$ cat src/core/jlp_params.svh
// Register indices, field positions and reset values of the link parameter bank.
`ifndef JLP_PARAMS_SVH
`define JLP_PARAMS_SVH

// ****************************************************************
// Bus geometry
// ****************************************************************
`define JLP_ADDR_W 10
`define JLP_DATA_W 32
`define JLP_REG_W 8

// ****************************************************************
// Register indices (word address on the bus, byte address is four times this)
// ****************************************************************
`define JLP_IDX_DEVICE_ID 10'h1c0
`define JLP_IDX_BANK_ID 10'h1c1
`define JLP_IDX_LANE_CNT 10'h1c3
`define JLP_IDX_OCTETS 10'h1c4
`define JLP_IDX_FRAMES_MF 10'h1c5
`define JLP_IDX_CONV_CNT 10'h1c6
`define JLP_IDX_SAMPLES 10'h1c9
`define JLP_IDX_SPARE_ONE 10'h1cb
`define JLP_IDX_SPARE_TWO 10'h1cc
`define JLP_IDX_LANE0_ID 10'h1d0
`define JLP_IDX_LANE1_ID 10'h1d1
`define JLP_IDX_LANE0_CHK 10'h1d8
`define JLP_IDX_LANE1_CHK 10'h1d9
`define JLP_IDX_BUF_START 10'h1e0
`define JLP_IDX_LANE_STATUS 10'h1ef

// ****************************************************************
// Reset values
// ****************************************************************
`define JLP_RST_DEVICE_ID 8'h00
`define JLP_RST_BANK_ID 8'h00
`define JLP_RST_LANE_CNT 8'h00
`define JLP_RST_OCTETS 8'h03
`define JLP_RST_FRAMES_MF 8'h1f
`define JLP_RST_CONV_CNT 8'h01
`define JLP_RST_SAMPLES 8'h00
`define JLP_RST_SPARE 8'h00
`define JLP_RST_LANE0_ID 8'h00
`define JLP_RST_LANE1_ID 8'h01
`define JLP_RST_LANE0_CHK 8'h44
`define JLP_RST_LANE1_CHK 8'h45
`define JLP_RST_BUF_START 8'h00

// ****************************************************************
// Write masks and fields
// ****************************************************************
`define JLP_WMASK_ALL 8'hff
`define JLP_WMASK_BANK_ID 8'h0f
`define JLP_LANE_CNT_MSB 4
`define JLP_SCRAMBLE_BIT 7
`define JLP_ID5_MSB 4
`define JLP_BANK_ID_MSB 3
`define JLP_BUF_START_BIT 0
`define JLP_LANES_TWO 5'h01

// ****************************************************************
// Bus answer codes
// ****************************************************************
`define JLP_RESP_OKAY 2'h0
`define JLP_RESP_SLVERR 2'h2

`endif

$ cat src/core/jlp_pkg.sv
// Types shared by the link parameter bank.
`default_nettype none

package jlp_pkg;

   typedef enum logic [0:0] {
      JLP_BUS_IDLE,
      JLP_BUS_ANSWER
   } jlp_bus_state_t;

   typedef logic [7:0] jlp_byte_t;

endpackage : jlp_pkg

`default_nettype wire

$ cat src/core/jlp_cfg_reg.sv
// One byte-wide software configuration register with a reset value and a write mask.
`default_nettype none

module jlp_cfg_reg
   import jlp_pkg::*;
#(
   parameter jlp_byte_t RESET_VAL = 8'h00,
   parameter jlp_byte_t WMASK = 8'hff
) (
   input wire logic mclk,
   input wire logic rstn,
   input wire logic wr_en,
   input wire logic [7:0] wdata,
   output logic [7:0] value
);

   logic [7:0] value_q;
   logic [7:0] value_d;

   // Bits outside the mask keep their reset value, so they read back as constants.
   always_comb begin
      value_d = value_q;
      if (wr_en) begin
         value_d = (wdata & WMASK) | (value_q & ~WMASK);
      end
   end

   always_ff @(posedge mclk or negedge rstn) begin
      if (!rstn) begin
         value_q <= RESET_VAL;
      end else begin
         value_q <= value_d;
      end
   end

   assign value = value_q;

endmodule : jlp_cfg_reg

`default_nettype wire

$ cat src/core/jlp_lane_start.sv
// Run enables for the per-lane buffers between framer and transmitter PHY.
`default_nettype none

module jlp_lane_start
   import jlp_pkg::*;
#(
   parameter int LANES = 2
) (
   input wire logic mclk,
   input wire logic rstn,
   input wire logic start,
   input wire logic [4:0] lane_count,
   output logic [LANES-1:0] lane_run,
   output logic start_pulse
);

   logic [LANES-1:0] run_q;
   logic [LANES-1:0] run_d;
   logic start_prev_q;
   logic start_prev_d;
   logic pulse_q;
   logic pulse_d;

   // A lane runs only while the buffers are started and the lane count covers it.
   always_comb begin
      for (int i = 0; i < LANES; i++) begin
         run_d[i] = start && (lane_count >= 5'(i));
      end
      start_prev_d = start;
      pulse_d = start && !start_prev_q;
   end

   always_ff @(posedge mclk or negedge rstn) begin
      if (!rstn) begin
         run_q <= '0;
         start_prev_q <= 1'b0;
         pulse_q <= 1'b0;
      end else begin
         run_q <= run_d;
         start_prev_q <= start_prev_d;
         pulse_q <= pulse_d;
      end
   end

   assign lane_run = run_q;
   assign start_pulse = pulse_q;

endmodule : jlp_lane_start

`default_nettype wire

$ cat src/core/jlp_link_param_regs.sv
// Link parameter register bank for the serial transmit framer, Avalon-MM slave.
//
// Functional notes
// - Five-bit lane count, reset one lane.
// - Scrambling enable in bit seven, reset off.
// - Octets per frame code, reset four.
// - Frames per multiframe is value plus one.
// - Converter count register resets to two converters.
// - Writable device identifier byte, reset zero.
// - Bank identifier low nibble, upper nibble read-only.
// - Separate five-bit lane identifiers, resets zero, one.
// - Per-lane checksum bytes, resets 0x44 and 0x45.
// - Start bit starts the per-lane buffers.
// - Two spare writable parameter bytes, reset zero.
`include "jlp_params.svh"
`default_nettype none

module jlp_link_param_regs
   import jlp_pkg::*;
#(
   parameter int LANES = 2
) (
   input wire logic mclk,
   input wire logic rstn,
   input wire logic [`JLP_ADDR_W-1:0] avs_address,
   input wire logic avs_read,
   input wire logic avs_write,
   input wire logic [`JLP_DATA_W-1:0] avs_writedata,
   input wire logic [3:0] avs_byteenable,
   output logic [`JLP_DATA_W-1:0] avs_readdata,
   output logic [1:0] avs_response,
   output logic avs_waitrequest,
   // The framer reads these levels at any time.
   output logic [7:0] cfg_device_id,
   output logic [3:0] cfg_bank_id,
   output logic [4:0] cfg_lane_count,
   output logic cfg_scramble_en,
   output logic [7:0] cfg_octets_per_frame,
   output logic [4:0] cfg_frames_per_multiframe,
   output logic [7:0] cfg_converter_count,
   output logic [4:0] cfg_samples_per_frame,
   output logic [7:0] cfg_spare_param_byte_one,
   output logic [7:0] cfg_spare_param_byte_two,
   output logic [4:0] cfg_lane0_id,
   output logic [4:0] cfg_lane1_id,
   output logic [7:0] cfg_lane0_checksum,
   output logic [7:0] cfg_lane1_checksum,
   // These start and report the lane buffers.
   output logic lane_buffer_start,
   output logic [LANES-1:0] lane_buffer_run,
   output logic lane_buffer_start_pulse
);

   // ****************************************************************
   // Bus handshake
   // ****************************************************************

   // Every access takes one wait state: the first cycle decodes and loads the
   // read data, the second drops waitrequest. The extra cycle keeps read data
   // straight from a flip-flop at the cost of bus throughput.
   jlp_bus_state_t state_q;
   jlp_bus_state_t state_d;

   logic [`JLP_DATA_W-1:0] rdata_q;
   logic [`JLP_DATA_W-1:0] rdata_d;

   logic [1:0] resp_q;
   logic [1:0] resp_d;

   logic req;
   logic wr_fire;
   logic hit;
   logic [7:0] rd_byte;
   logic [7:0] wbyte;

   assign req = avs_read || avs_write;
   assign wbyte = avs_writedata[7:0];

   // Writes land on the edge where waitrequest is low; narrow registers sit in
   // byte lane zero, so a write without that lane enabled changes nothing.
   assign wr_fire = avs_write && (state_q == JLP_BUS_ANSWER) && avs_byteenable[0];

   // ****************************************************************
   // Register storage
   // ****************************************************************

   logic [7:0] device_id_q;
   logic [7:0] bank_id_q;
   logic [7:0] lane_cnt_q;
   logic [7:0] octets_q;
   logic [7:0] frames_mf_q;
   logic [7:0] conv_cnt_q;
   logic [7:0] samples_q;

   logic [7:0] spare_one_q;
   logic [7:0] spare_two_q;

   logic [7:0] lane0_id_q;
   logic [7:0] lane1_id_q;
   logic [7:0] lane0_chk_q;
   logic [7:0] lane1_chk_q;

   logic [7:0] buf_start_q;

   logic [LANES-1:0] run_q;
   logic pulse_q;

   jlp_cfg_reg #(.RESET_VAL(`JLP_RST_DEVICE_ID), .WMASK(`JLP_WMASK_ALL)) u_device_id (
      .mclk(mclk),
      .rstn(rstn),
      .wr_en(wr_fire && (avs_address == `JLP_IDX_DEVICE_ID)),
      .wdata(wbyte),
      .value(device_id_q)
   );

   jlp_cfg_reg #(.RESET_VAL(`JLP_RST_BANK_ID), .WMASK(`JLP_WMASK_BANK_ID)) u_bank_id (
      .mclk(mclk),
      .rstn(rstn),
      .wr_en(wr_fire && (avs_address == `JLP_IDX_BANK_ID)),
      .wdata(wbyte),
      .value(bank_id_q)
   );

   jlp_cfg_reg #(.RESET_VAL(`JLP_RST_LANE_CNT), .WMASK(`JLP_WMASK_ALL)) u_lane_cnt (
      .mclk(mclk),
      .rstn(rstn),
      .wr_en(wr_fire && (avs_address == `JLP_IDX_LANE_CNT)),
      .wdata(wbyte),
      .value(lane_cnt_q)
   );

   jlp_cfg_reg #(.RESET_VAL(`JLP_RST_OCTETS), .WMASK(`JLP_WMASK_ALL)) u_octets (
      .mclk(mclk),
      .rstn(rstn),
      .wr_en(wr_fire && (avs_address == `JLP_IDX_OCTETS)),
      .wdata(wbyte),
      .value(octets_q)
   );

   jlp_cfg_reg #(.RESET_VAL(`JLP_RST_FRAMES_MF), .WMASK(`JLP_WMASK_ALL)) u_frames_mf (
      .mclk(mclk),
      .rstn(rstn),
      .wr_en(wr_fire && (avs_address == `JLP_IDX_FRAMES_MF)),
      .wdata(wbyte),
      .value(frames_mf_q)
   );

   jlp_cfg_reg #(.RESET_VAL(`JLP_RST_CONV_CNT), .WMASK(`JLP_WMASK_ALL)) u_conv_cnt (
      .mclk(mclk),
      .rstn(rstn),
      .wr_en(wr_fire && (avs_address == `JLP_IDX_CONV_CNT)),
      .wdata(wbyte),
      .value(conv_cnt_q)
   );

   // Only zero is meaningful here; other values are stored as written and are
   // passed on cut to their low five bits, so a wrong setting is visible on readback.
   jlp_cfg_reg #(.RESET_VAL(`JLP_RST_SAMPLES), .WMASK(`JLP_WMASK_ALL)) u_samples (
      .mclk(mclk),
      .rstn(rstn),
      .wr_en(wr_fire && (avs_address == `JLP_IDX_SAMPLES)),
      .wdata(wbyte),
      .value(samples_q)
   );

   jlp_cfg_reg #(.RESET_VAL(`JLP_RST_SPARE), .WMASK(`JLP_WMASK_ALL)) u_spare_one (
      .mclk(mclk),
      .rstn(rstn),
      .wr_en(wr_fire && (avs_address == `JLP_IDX_SPARE_ONE)),
      .wdata(wbyte),
      .value(spare_one_q)
   );

   jlp_cfg_reg #(.RESET_VAL(`JLP_RST_SPARE), .WMASK(`JLP_WMASK_ALL)) u_spare_two (
      .mclk(mclk),
      .rstn(rstn),
      .wr_en(wr_fire && (avs_address == `JLP_IDX_SPARE_TWO)),
      .wdata(wbyte),
      .value(spare_two_q)
   );

   jlp_cfg_reg #(.RESET_VAL(`JLP_RST_LANE0_ID), .WMASK(`JLP_WMASK_ALL)) u_lane0_id (
      .mclk(mclk),
      .rstn(rstn),
      .wr_en(wr_fire && (avs_address == `JLP_IDX_LANE0_ID)),
      .wdata(wbyte),
      .value(lane0_id_q)
   );

   jlp_cfg_reg #(.RESET_VAL(`JLP_RST_LANE1_ID), .WMASK(`JLP_WMASK_ALL)) u_lane1_id (
      .mclk(mclk),
      .rstn(rstn),
      .wr_en(wr_fire && (avs_address == `JLP_IDX_LANE1_ID)),
      .wdata(wbyte),
      .value(lane1_id_q)
   );

   jlp_cfg_reg #(.RESET_VAL(`JLP_RST_LANE0_CHK), .WMASK(`JLP_WMASK_ALL)) u_lane0_chk (
      .mclk(mclk),
      .rstn(rstn),
      .wr_en(wr_fire && (avs_address == `JLP_IDX_LANE0_CHK)),
      .wdata(wbyte),
      .value(lane0_chk_q)
   );

   jlp_cfg_reg #(.RESET_VAL(`JLP_RST_LANE1_CHK), .WMASK(`JLP_WMASK_ALL)) u_lane1_chk (
      .mclk(mclk),
      .rstn(rstn),
      .wr_en(wr_fire && (avs_address == `JLP_IDX_LANE1_CHK)),
      .wdata(wbyte),
      .value(lane1_chk_q)
   );

   jlp_cfg_reg #(.RESET_VAL(`JLP_RST_BUF_START), .WMASK(`JLP_WMASK_ALL)) u_buf_start (
      .mclk(mclk),
      .rstn(rstn),
      .wr_en(wr_fire && (avs_address == `JLP_IDX_BUF_START)),
      .wdata(wbyte),
      .value(buf_start_q)
   );

   // ****************************************************************
   // Lane buffer start
   // ****************************************************************

   // Software is expected to finish configuration before setting the start bit;
   // nothing here locks the parameters, so late changes reach the framer at once.
   jlp_lane_start #(.LANES(LANES)) u_lane_start (
      .mclk(mclk),
      .rstn(rstn),
      .start(buf_start_q[`JLP_BUF_START_BIT]),
      .lane_count(lane_cnt_q[`JLP_LANE_CNT_MSB:0]),
      .lane_run(run_q),
      .start_pulse(pulse_q)
   );

   // ****************************************************************
   // Read decode
   // ****************************************************************

   // An unmapped index reads zero and answers with an error.
   always_comb begin
      hit = 1'b1;
      rd_byte = 8'h00;
      case (avs_address)
         `JLP_IDX_DEVICE_ID: rd_byte = device_id_q;
         `JLP_IDX_BANK_ID: rd_byte = bank_id_q;
         `JLP_IDX_LANE_CNT: rd_byte = lane_cnt_q;
         `JLP_IDX_OCTETS: rd_byte = octets_q;
         `JLP_IDX_FRAMES_MF: rd_byte = frames_mf_q;
         `JLP_IDX_CONV_CNT: rd_byte = conv_cnt_q;
         `JLP_IDX_SAMPLES: rd_byte = samples_q;
         `JLP_IDX_SPARE_ONE: rd_byte = spare_one_q;
         `JLP_IDX_SPARE_TWO: rd_byte = spare_two_q;
         `JLP_IDX_LANE0_ID: rd_byte = lane0_id_q;
         `JLP_IDX_LANE1_ID: rd_byte = lane1_id_q;
         `JLP_IDX_LANE0_CHK: rd_byte = lane0_chk_q;
         `JLP_IDX_LANE1_CHK: rd_byte = lane1_chk_q;
         `JLP_IDX_BUF_START: rd_byte = buf_start_q;
         `JLP_IDX_LANE_STATUS: rd_byte = 8'(run_q);
         default: hit = 1'b0;
      endcase
   end

   // ****************************************************************
   // Bus state
   // ****************************************************************

   always_comb begin
      state_d = state_q;
      rdata_d = rdata_q;
      resp_d = resp_q;
      case (state_q)
         JLP_BUS_IDLE: begin
            if (req) begin
               state_d = JLP_BUS_ANSWER;
               rdata_d = avs_read ? {24'h000000, rd_byte} : '0;
               // The status word is read-only, so a write to it is refused.
               if (!hit || (avs_write && (avs_address == `JLP_IDX_LANE_STATUS))) begin
                  resp_d = `JLP_RESP_SLVERR;
               end else begin
                  resp_d = `JLP_RESP_OKAY;
               end
            end
         end
         JLP_BUS_ANSWER: begin
            state_d = JLP_BUS_IDLE;
         end
         default: begin
            state_d = JLP_BUS_IDLE;
         end
      endcase
   end

   always_ff @(posedge mclk or negedge rstn) begin
      if (!rstn) begin
         state_q <= JLP_BUS_IDLE;
         rdata_q <= '0;
         resp_q <= `JLP_RESP_OKAY;
      end else begin
         state_q <= state_d;
         rdata_q <= rdata_d;
         resp_q <= resp_d;
      end
   end

   // One wait state per access, whatever the request.
   assign avs_waitrequest = req && (state_q != JLP_BUS_ANSWER);
   assign avs_readdata = rdata_q;
   assign avs_response = resp_q;

   // ****************************************************************
   // Framer configuration outputs
   // ****************************************************************

   assign cfg_device_id = device_id_q;
   assign cfg_bank_id = bank_id_q[`JLP_BANK_ID_MSB:0];
   assign cfg_lane_count = lane_cnt_q[`JLP_LANE_CNT_MSB:0];
   assign cfg_scramble_en = lane_cnt_q[`JLP_SCRAMBLE_BIT];
   assign cfg_octets_per_frame = octets_q;
   assign cfg_frames_per_multiframe = frames_mf_q[`JLP_LANE_CNT_MSB:0];
   assign cfg_converter_count = conv_cnt_q;

   assign cfg_samples_per_frame = samples_q[`JLP_ID5_MSB:0];
   assign cfg_spare_param_byte_one = spare_one_q;
   assign cfg_spare_param_byte_two = spare_two_q;

   assign cfg_lane0_id = lane0_id_q[`JLP_ID5_MSB:0];
   assign cfg_lane1_id = lane1_id_q[`JLP_ID5_MSB:0];
   assign cfg_lane0_checksum = lane0_chk_q;
   assign cfg_lane1_checksum = lane1_chk_q;

   assign lane_buffer_start = buf_start_q[`JLP_BUF_START_BIT];
   assign lane_buffer_run = run_q;
   assign lane_buffer_start_pulse = pulse_q;

endmodule : jlp_link_param_regs

`default_nettype wire

$ cat config.mk
export PLATFORM = sky130hd
export DESIGN_NAME = jlp_link_param_regs
export DESIGN_NICKNAME = d
export VERILOG_FILES = /design/src/core/jlp_pkg.sv /design/src/core/jlp_cfg_reg.sv /design/src/core/jlp_lane_start.sv /design/src/core/jlp_link_param_regs.sv
export VERILOG_INCLUDE_DIRS = /design/src /design/src/core
export SDC_FILE = /design/constraint.sdc
export NUM_CORES = 1
export LEC_CHECK = 0
export ABC_AREA = 0
export BUFFER_PORTS_ARGS = -buffer_cell sky130_fd_sc_hd__buf_2
export CAP_MARGIN = 20
export CORE_MARGIN = 2
export CORE_UTILIZATION = 55
export CTS_BUF_LIST = sky130_fd_sc_hd__clkbuf_4
export CTS_CLUSTER_SIZE = 24
export DETAILED_ROUTE_END_ITERATION = 7
export HOLD_SLACK_MARGIN = 0.12
export PLACE_DENSITY = 0.84
export SETUP_SLACK_MARGIN = 0.05
export SYNTH_ARGS = -nofsm -noshare
export SYNTH_HDL_FRONTEND = slang
export SYNTH_HIERARCHICAL = 1
export SYNTH_SLANG_ARGS = --single-unit
$ cat constraint.sdc
create_clock -name mclk -period 2 [get_ports mclk]
set_input_delay 0.2 -clock mclk [delete_from_list [all_inputs] [get_ports mclk]]
set_output_delay 0.2 -clock mclk [all_outputs]
set_load 0.005 [all_outputs]
# Word level (Yosys, flattened, before mapping)
# Index checks and enable logic that the tools add are counted.
[totals] reg_bits=151 in_bits=50 out_inout_bits=125 elab_cells=72
[classes] magnitude_cmp=2 n_eq_ne=15 mux=6 n_bitwise=2 reduce_logical=27
[op_table] op="$eq A10 B9 Y1 const B" n=15
[op_table] op="$pmux W8 S15" n=1
[op_table] op="$logic_and A1 B1 Y1" n=21
[op_table] op="$reduce_or A15 Y1" n=1
[op_table] op="$ge A5 B1 Y1 const B" n=2
[op_table] op="$mux W8" n=1
[op_table] op="$or A4 B8 Y8" n=1
[op_table] op="$logic_not A1 Y1" n=2
[op_table] op="$logic_or A1 B1 Y1" n=2
[op_table] op="$mux W1" n=2
[op_table] op="$mux W2" n=1
[op_table] op="$pmux W1 S2" n=1
[op_table] op="$reduce_and A2 Y1" n=1
[op_table] op="$not A1 Y1" n=1

# Depth between registers and ports, before layout
[logic_depth] ltp_word=6 ltp_mapped=8 mapped_depth_nobuf=5

# By module
# The synthesis kept the hierarchy.
[by_module_without_submodules] module="jlp_cfg_reg at u_buf_start ..." instances=7 cells_per_inst=17 area_per_inst_um2=331.6 seq_area_each_um2=200.2
[by_module_without_submodules] module="jlp_link_param_regs" instances=1 cells_per_inst=274 area_per_inst_um2=2083.2 seq_area_each_um2=250.2
[by_module_without_submodules] module="jlp_cfg_reg at u_lane0_chk ..." instances=2 cells_per_inst=17 area_per_inst_um2=334.1 seq_area_each_um2=202.7
[by_module_without_submodules] module="jlp_cfg_reg at u_conv_cnt ..." instances=2 cells_per_inst=17 area_per_inst_um2=332.8 seq_area_each_um2=201.4
[by_module_without_submodules] module="jlp_cfg_reg at u_frames_mf" instances=1 cells_per_inst=17 area_per_inst_um2=337.8 seq_area_each_um2=206.4
[by_module_without_submodules] module="jlp_cfg_reg at u_lane1_chk" instances=1 cells_per_inst=17 area_per_inst_um2=335.3 seq_area_each_um2=203.9
[by_module_without_submodules] module="jlp_cfg_reg at u_bank_id" instances=1 cells_per_inst=13 area_per_inst_um2=178.9 seq_area_each_um2=100.1
[by_module_without_submodules] module="jlp_lane_start" instances=1 cells_per_inst=7 area_per_inst_um2=103.8 seq_area_each_um2=75.1

# Least setup slack after synthesis
# OpenSTA, ideal clock, no wires.
[synth_timing] path_kind="input to register" startpoint="input port avs_address[0]" endpoint="register u_spare_two.value_q[0], in the netlist u_spare_two/value[0]" setup_time_ns=0.125 arrival_time_ns=1.898 t_required_ns=1.875 slack_ns=-0.023 stages=7 n_path_buf=3 cell_sequence="buf_2 > or4b_1 > buf_2 > or3_1 > nor2_1 > buf_6 > mux2_4"
[synth_between] elab_chain_len=2
[synth_lines] item="start, declared" line_no="jlp_link_param_regs.sv:25" source="input wire logic [`JLP_ADDR_W-1:0] avs_address,"
[synth_lines] item="$eq A10 B9 Y1"
[synth_lines] item="$logic_and A1 B1 Y1" line_no="jlp_link_param_regs.sv:177" source=".wr_en(wr_fire && (avs_address == `JLP_IDX_SPARE_TWO)),"
[synth_lines] item="end signal, assigned" line_no="jlp_cfg_reg.sv:32" source="value_q <= value_d;"
[synth_lines] item="end, declared" line_no="jlp_cfg_reg.sv:17" source="logic [7:0] value_q;"
# No other way between the ends.
# A chain may end at the register's enable or synchronous reset.

# Worst setup path in the final report
[layout_timing] startpoint="register state_q" endpoint="register u_bank_id.value_q[0], in the netlist u_bank_id/value[0]"
[layout_between] elab_chain_len=3
[layout_lines] item="start, declared" line_no="jlp_link_param_regs.sv:61" source="jlp_bus_state_t state_q;"
[layout_lines] item="start signal, assigned" line_no="jlp_link_param_regs.sv:301" source="state_q <= state_d;"
[layout_lines] item="$logic_and A1 B1 Y1 (2 in series)" line_no="jlp_link_param_regs.sv:81" source="assign wr_fire = avs_write && (state_q == JLP_BUS_ANSWER) && avs_byteenable[0];"
[layout_lines] item="$logic_and A1 B1 Y1" line_no="jlp_link_param_regs.sv:119" source=".wr_en(wr_fire && (avs_address == `JLP_IDX_BANK_ID)),"
[layout_lines] item="end signal, assigned" line_no="jlp_cfg_reg.sv:32"
[layout_lines] item="end, declared" line_no="jlp_cfg_reg.sv:17"
# No other way between the ends.

==> out/metrics.yaml <==
routing:
  drtIter0Drc: 450
  detail-route-antenna-nets: 0
  wl_per_cell_um: 23.8
  vias_per_cell: 6.09
  drc: 0
  routed_wl_um: 20200
  routed-via-count: 5173
  drtPass1Iterations: 5
cts:
  path_clk_slew_ns: 0.11
  clock-root-buffer: "clkbuf_4"
  cts.sinks: 121
  tritoncts: "built"
  postCtsSetupRepairBufs: 0
  cts_hold_buf: 3
  cts_resized: 0
  h-tree-depth: 4
  cts_buffer_depth: 2
  clkLatencyLatePin_ns: 0.57
  numCtsBuffers: 17
die:
  start_util_pct: 56.0
  coreArea_mm2: 0.0120
  die_x_um: 114
  rows: 40
  io_pins: 175
  die_area_mm2: 0.0131
  dieHeight_um: 114
power:
  ir_worst_vdd_v: 0.000427
  p_leak_nw: 4.00
  fin_total_pwr_mw: 4.59
  p_per_area_mw_per_mm2: 570
logic_synthesis:
  synth_area_leaders: "dfrtp_1 (40%), mux2_4 (23%), dfstp_2 (5.5%), mux2i_1 (3.9%), buf_4 (3.5%)"
  synthArstFlopShare_pct: 100
  yosysTopAreaCell: "dfrtp_1"
  yosysTopAreaCellShare_pct: 40.0
  post_synth_inst_count: 515
  netlist_area_mm2: 0.00669
  synth_cell_types: 64
  avgSynthCellArea_um2: 13.0
  yosysWarningCount: 6
  ys.flop_type: "dfrtp_1"
  ys_seq_area_share_pct: 45.5
  synth_edf_count: 0
  synth-seq-cells: 121
grt:
  grt_max_degree: 39
  antenna_found_initial: 0
  track_usage_pct: 32.6
  grt_pass1_vias: 5216
  grt_pass1_wl_um: 31100
  overflow: 0
finish:
  syn2layout_area_growth_pct: 20.4
  final_cells: 850
  fin_nets: 740
  antenna_cells: 0
  utilization_pct: 67.4
  drive_gt1_share_pct: 51.5
timing:
  drv_slew: 0
  setup_violations: 0
  slew_headroom_pct: 43.6
  rsz0062_at_grt: "no"
  fin_crit_ns: 1.80
  tightest_slew_ns: 0.825
  min_period_over_period_pct: 90.2
  max_clock_freq_ghz: 0.554
  hold-worst-slack_ns: 0.167
  clock_skew_ns: 0.0269
  hold_viol: 0
  worst_slack_ns: 0.196
min_path:
  hold_class: "in2async"
placement:
  gp_congestion: 0.944
  dp.cells: 815
  io_buffer_count: 122
  place_ws_ns: -0.0211
  hpwlAfterDp_um: 14700
critical_path:
  critPathMaxFanout: 9
  cp_top_family: "simple AND/OR/NAND/NOR gates"
  cp-end-kind: "register"
  max_stage_delay_ns: 0.39
  critical-path-slowest-cell: "dfrtp_1"
  crit_buf_inv: 2
  crit_chain: "nand3_1, buf_12, nand2b_1, nor2_1, buf_4, mux2_2"
  worst_ep_arrival_time_ns: 2.25
  startpoint_type: "register"
  worstPathRequired_ns: 2.44
  path_class: "reg2reg"
outcome:
  status: "complete, no violations"
job:
  cap_violations: 0
worst register-to-register path, stage by stage, from the launching register on:
cell and delay [ns]:
dfrtp_1 0.39, nand3_1 0.14, buf_12 0.19, nand2b_1 0.19, nor2_1 0.27, buf_4 0.18
mux2_2 0.32
cells by family after synthesis:
group / synth area share (%)
compound gates: 8.36
xor+xnor: 0.131
buf+inv: 7.38
flops: 45.5
mux: 28.6
other cells: 0.112
simple gates: 9.96
power breakdown:
part	total (mW)	switching (mW)	internal (mW)
combinational	0.427	0.275	0.152
clock	1.69	0.936	0.755
sequential	2.48	0.0129	2.46
total	4.59	1.22	3.37
synth_stat cells, drive strengths merged (2+ instances only):
master / number
a32o: 6
a2bb2oi: 2
nand4bb: 2
nand4b: 3
a22o: 5
o21ai: 9
buf: 58
nor2b: 4
dfstp: 14
nand2b: 4
a32oi: 12
and2b: 2
or4: 2
inv: 4
nor4: 5
a22oi: 3
nor3: 18
mux2: 112
or2b: 2
and4b: 2
conb: 2
a221oi: 3
a21oi: 6
clkbuf: 7
dfrtp: 107
or3: 3
nor2: 15
nor4b: 2
nor4bb: 2
nand4: 5
o31ai: 2
o22ai: 4
or2: 2
nand2: 26
mux2i: 26
nand3: 10
a211oi: 4
cell usage in the layout (no fill, tap or decap), drive strengths merged, types with 4 or more instances in the layout:
cell / instances
mux2: 112
nand2b: 4
nand3: 10
a21oi: 6
a22o: 5
nor3: 18
conb: 29
nor2: 15
a211oi: 4
a32o: 6
buf: 191
mux2i: 26
clkbuf: 20
dfstp: 14
nand4: 5
nand2: 26
a32oi: 12
nor4: 5
o21ai: 9
inv: 4
nor2b: 4
o22ai: 4
clkinv: 8
dfrtp: 107
per-stage QoR:
stage | area (µm²) | TNS (ns)
3_5_place_dp | 7770 | -0.0689
2_1_floorplan | 6820 | 0
4_1_cts | 8060 | 0
5_1_grt | 8060 | 0
3_3_place_gp | 7770 | 0
6_report | 8060 | 0
metal layers:
metal | global-route usage, % | wire (µm) | up-vias
met2 | 48.3 | 9210 | 301
met5 | 0 | 0 | -
met1 | 46.1 | 8760 | 2614
met3 | 8.26 | 1610 | 43
met4 | 13.3 | 616 | 0
li1 | - | - | 2215
final timing paths:
path,depth (start not counted),start,slack [ns],to
setup / recovery,6,state_q$_DFF_PN0_,0.20,u_bank_id/value[0]$_DFFE_PN0P_
hold / removal,2,rstn,0.17,u_buf_start/value[1]$_DFFE_PN0P_
setup reg to reg,6,state_q$_DFF_PN0_,0.20,u_bank_id/value[0]$_DFFE_PN0P_
hold reg to reg,1,u_lane_start/lane_run[0]$_DFF_PN0_,0.52,u_lane_start/start_pulse$_DFF_PN0_
max in group asynchronous,3,rstn,1.09,u_frames_mf/value[4]$_DFFE_PN1P_
min in group mclk,2,avs_writedata[2],0.17,u_lane1_chk/value[2]$_DFFE_PN1P_
cell type report:
cell class                      count  area, µm²
Multi-Input combinational cell    352       3290
Sequential cell                   121       3050
Clock inverter                     12        110
Fill cell                         885       3900
Clock buffer                       20        150
Inverter                            4       15.0
Tap cell                          147        184
Timing Repair Buffer              194       1260
Power figures use the tool's default switching activity.
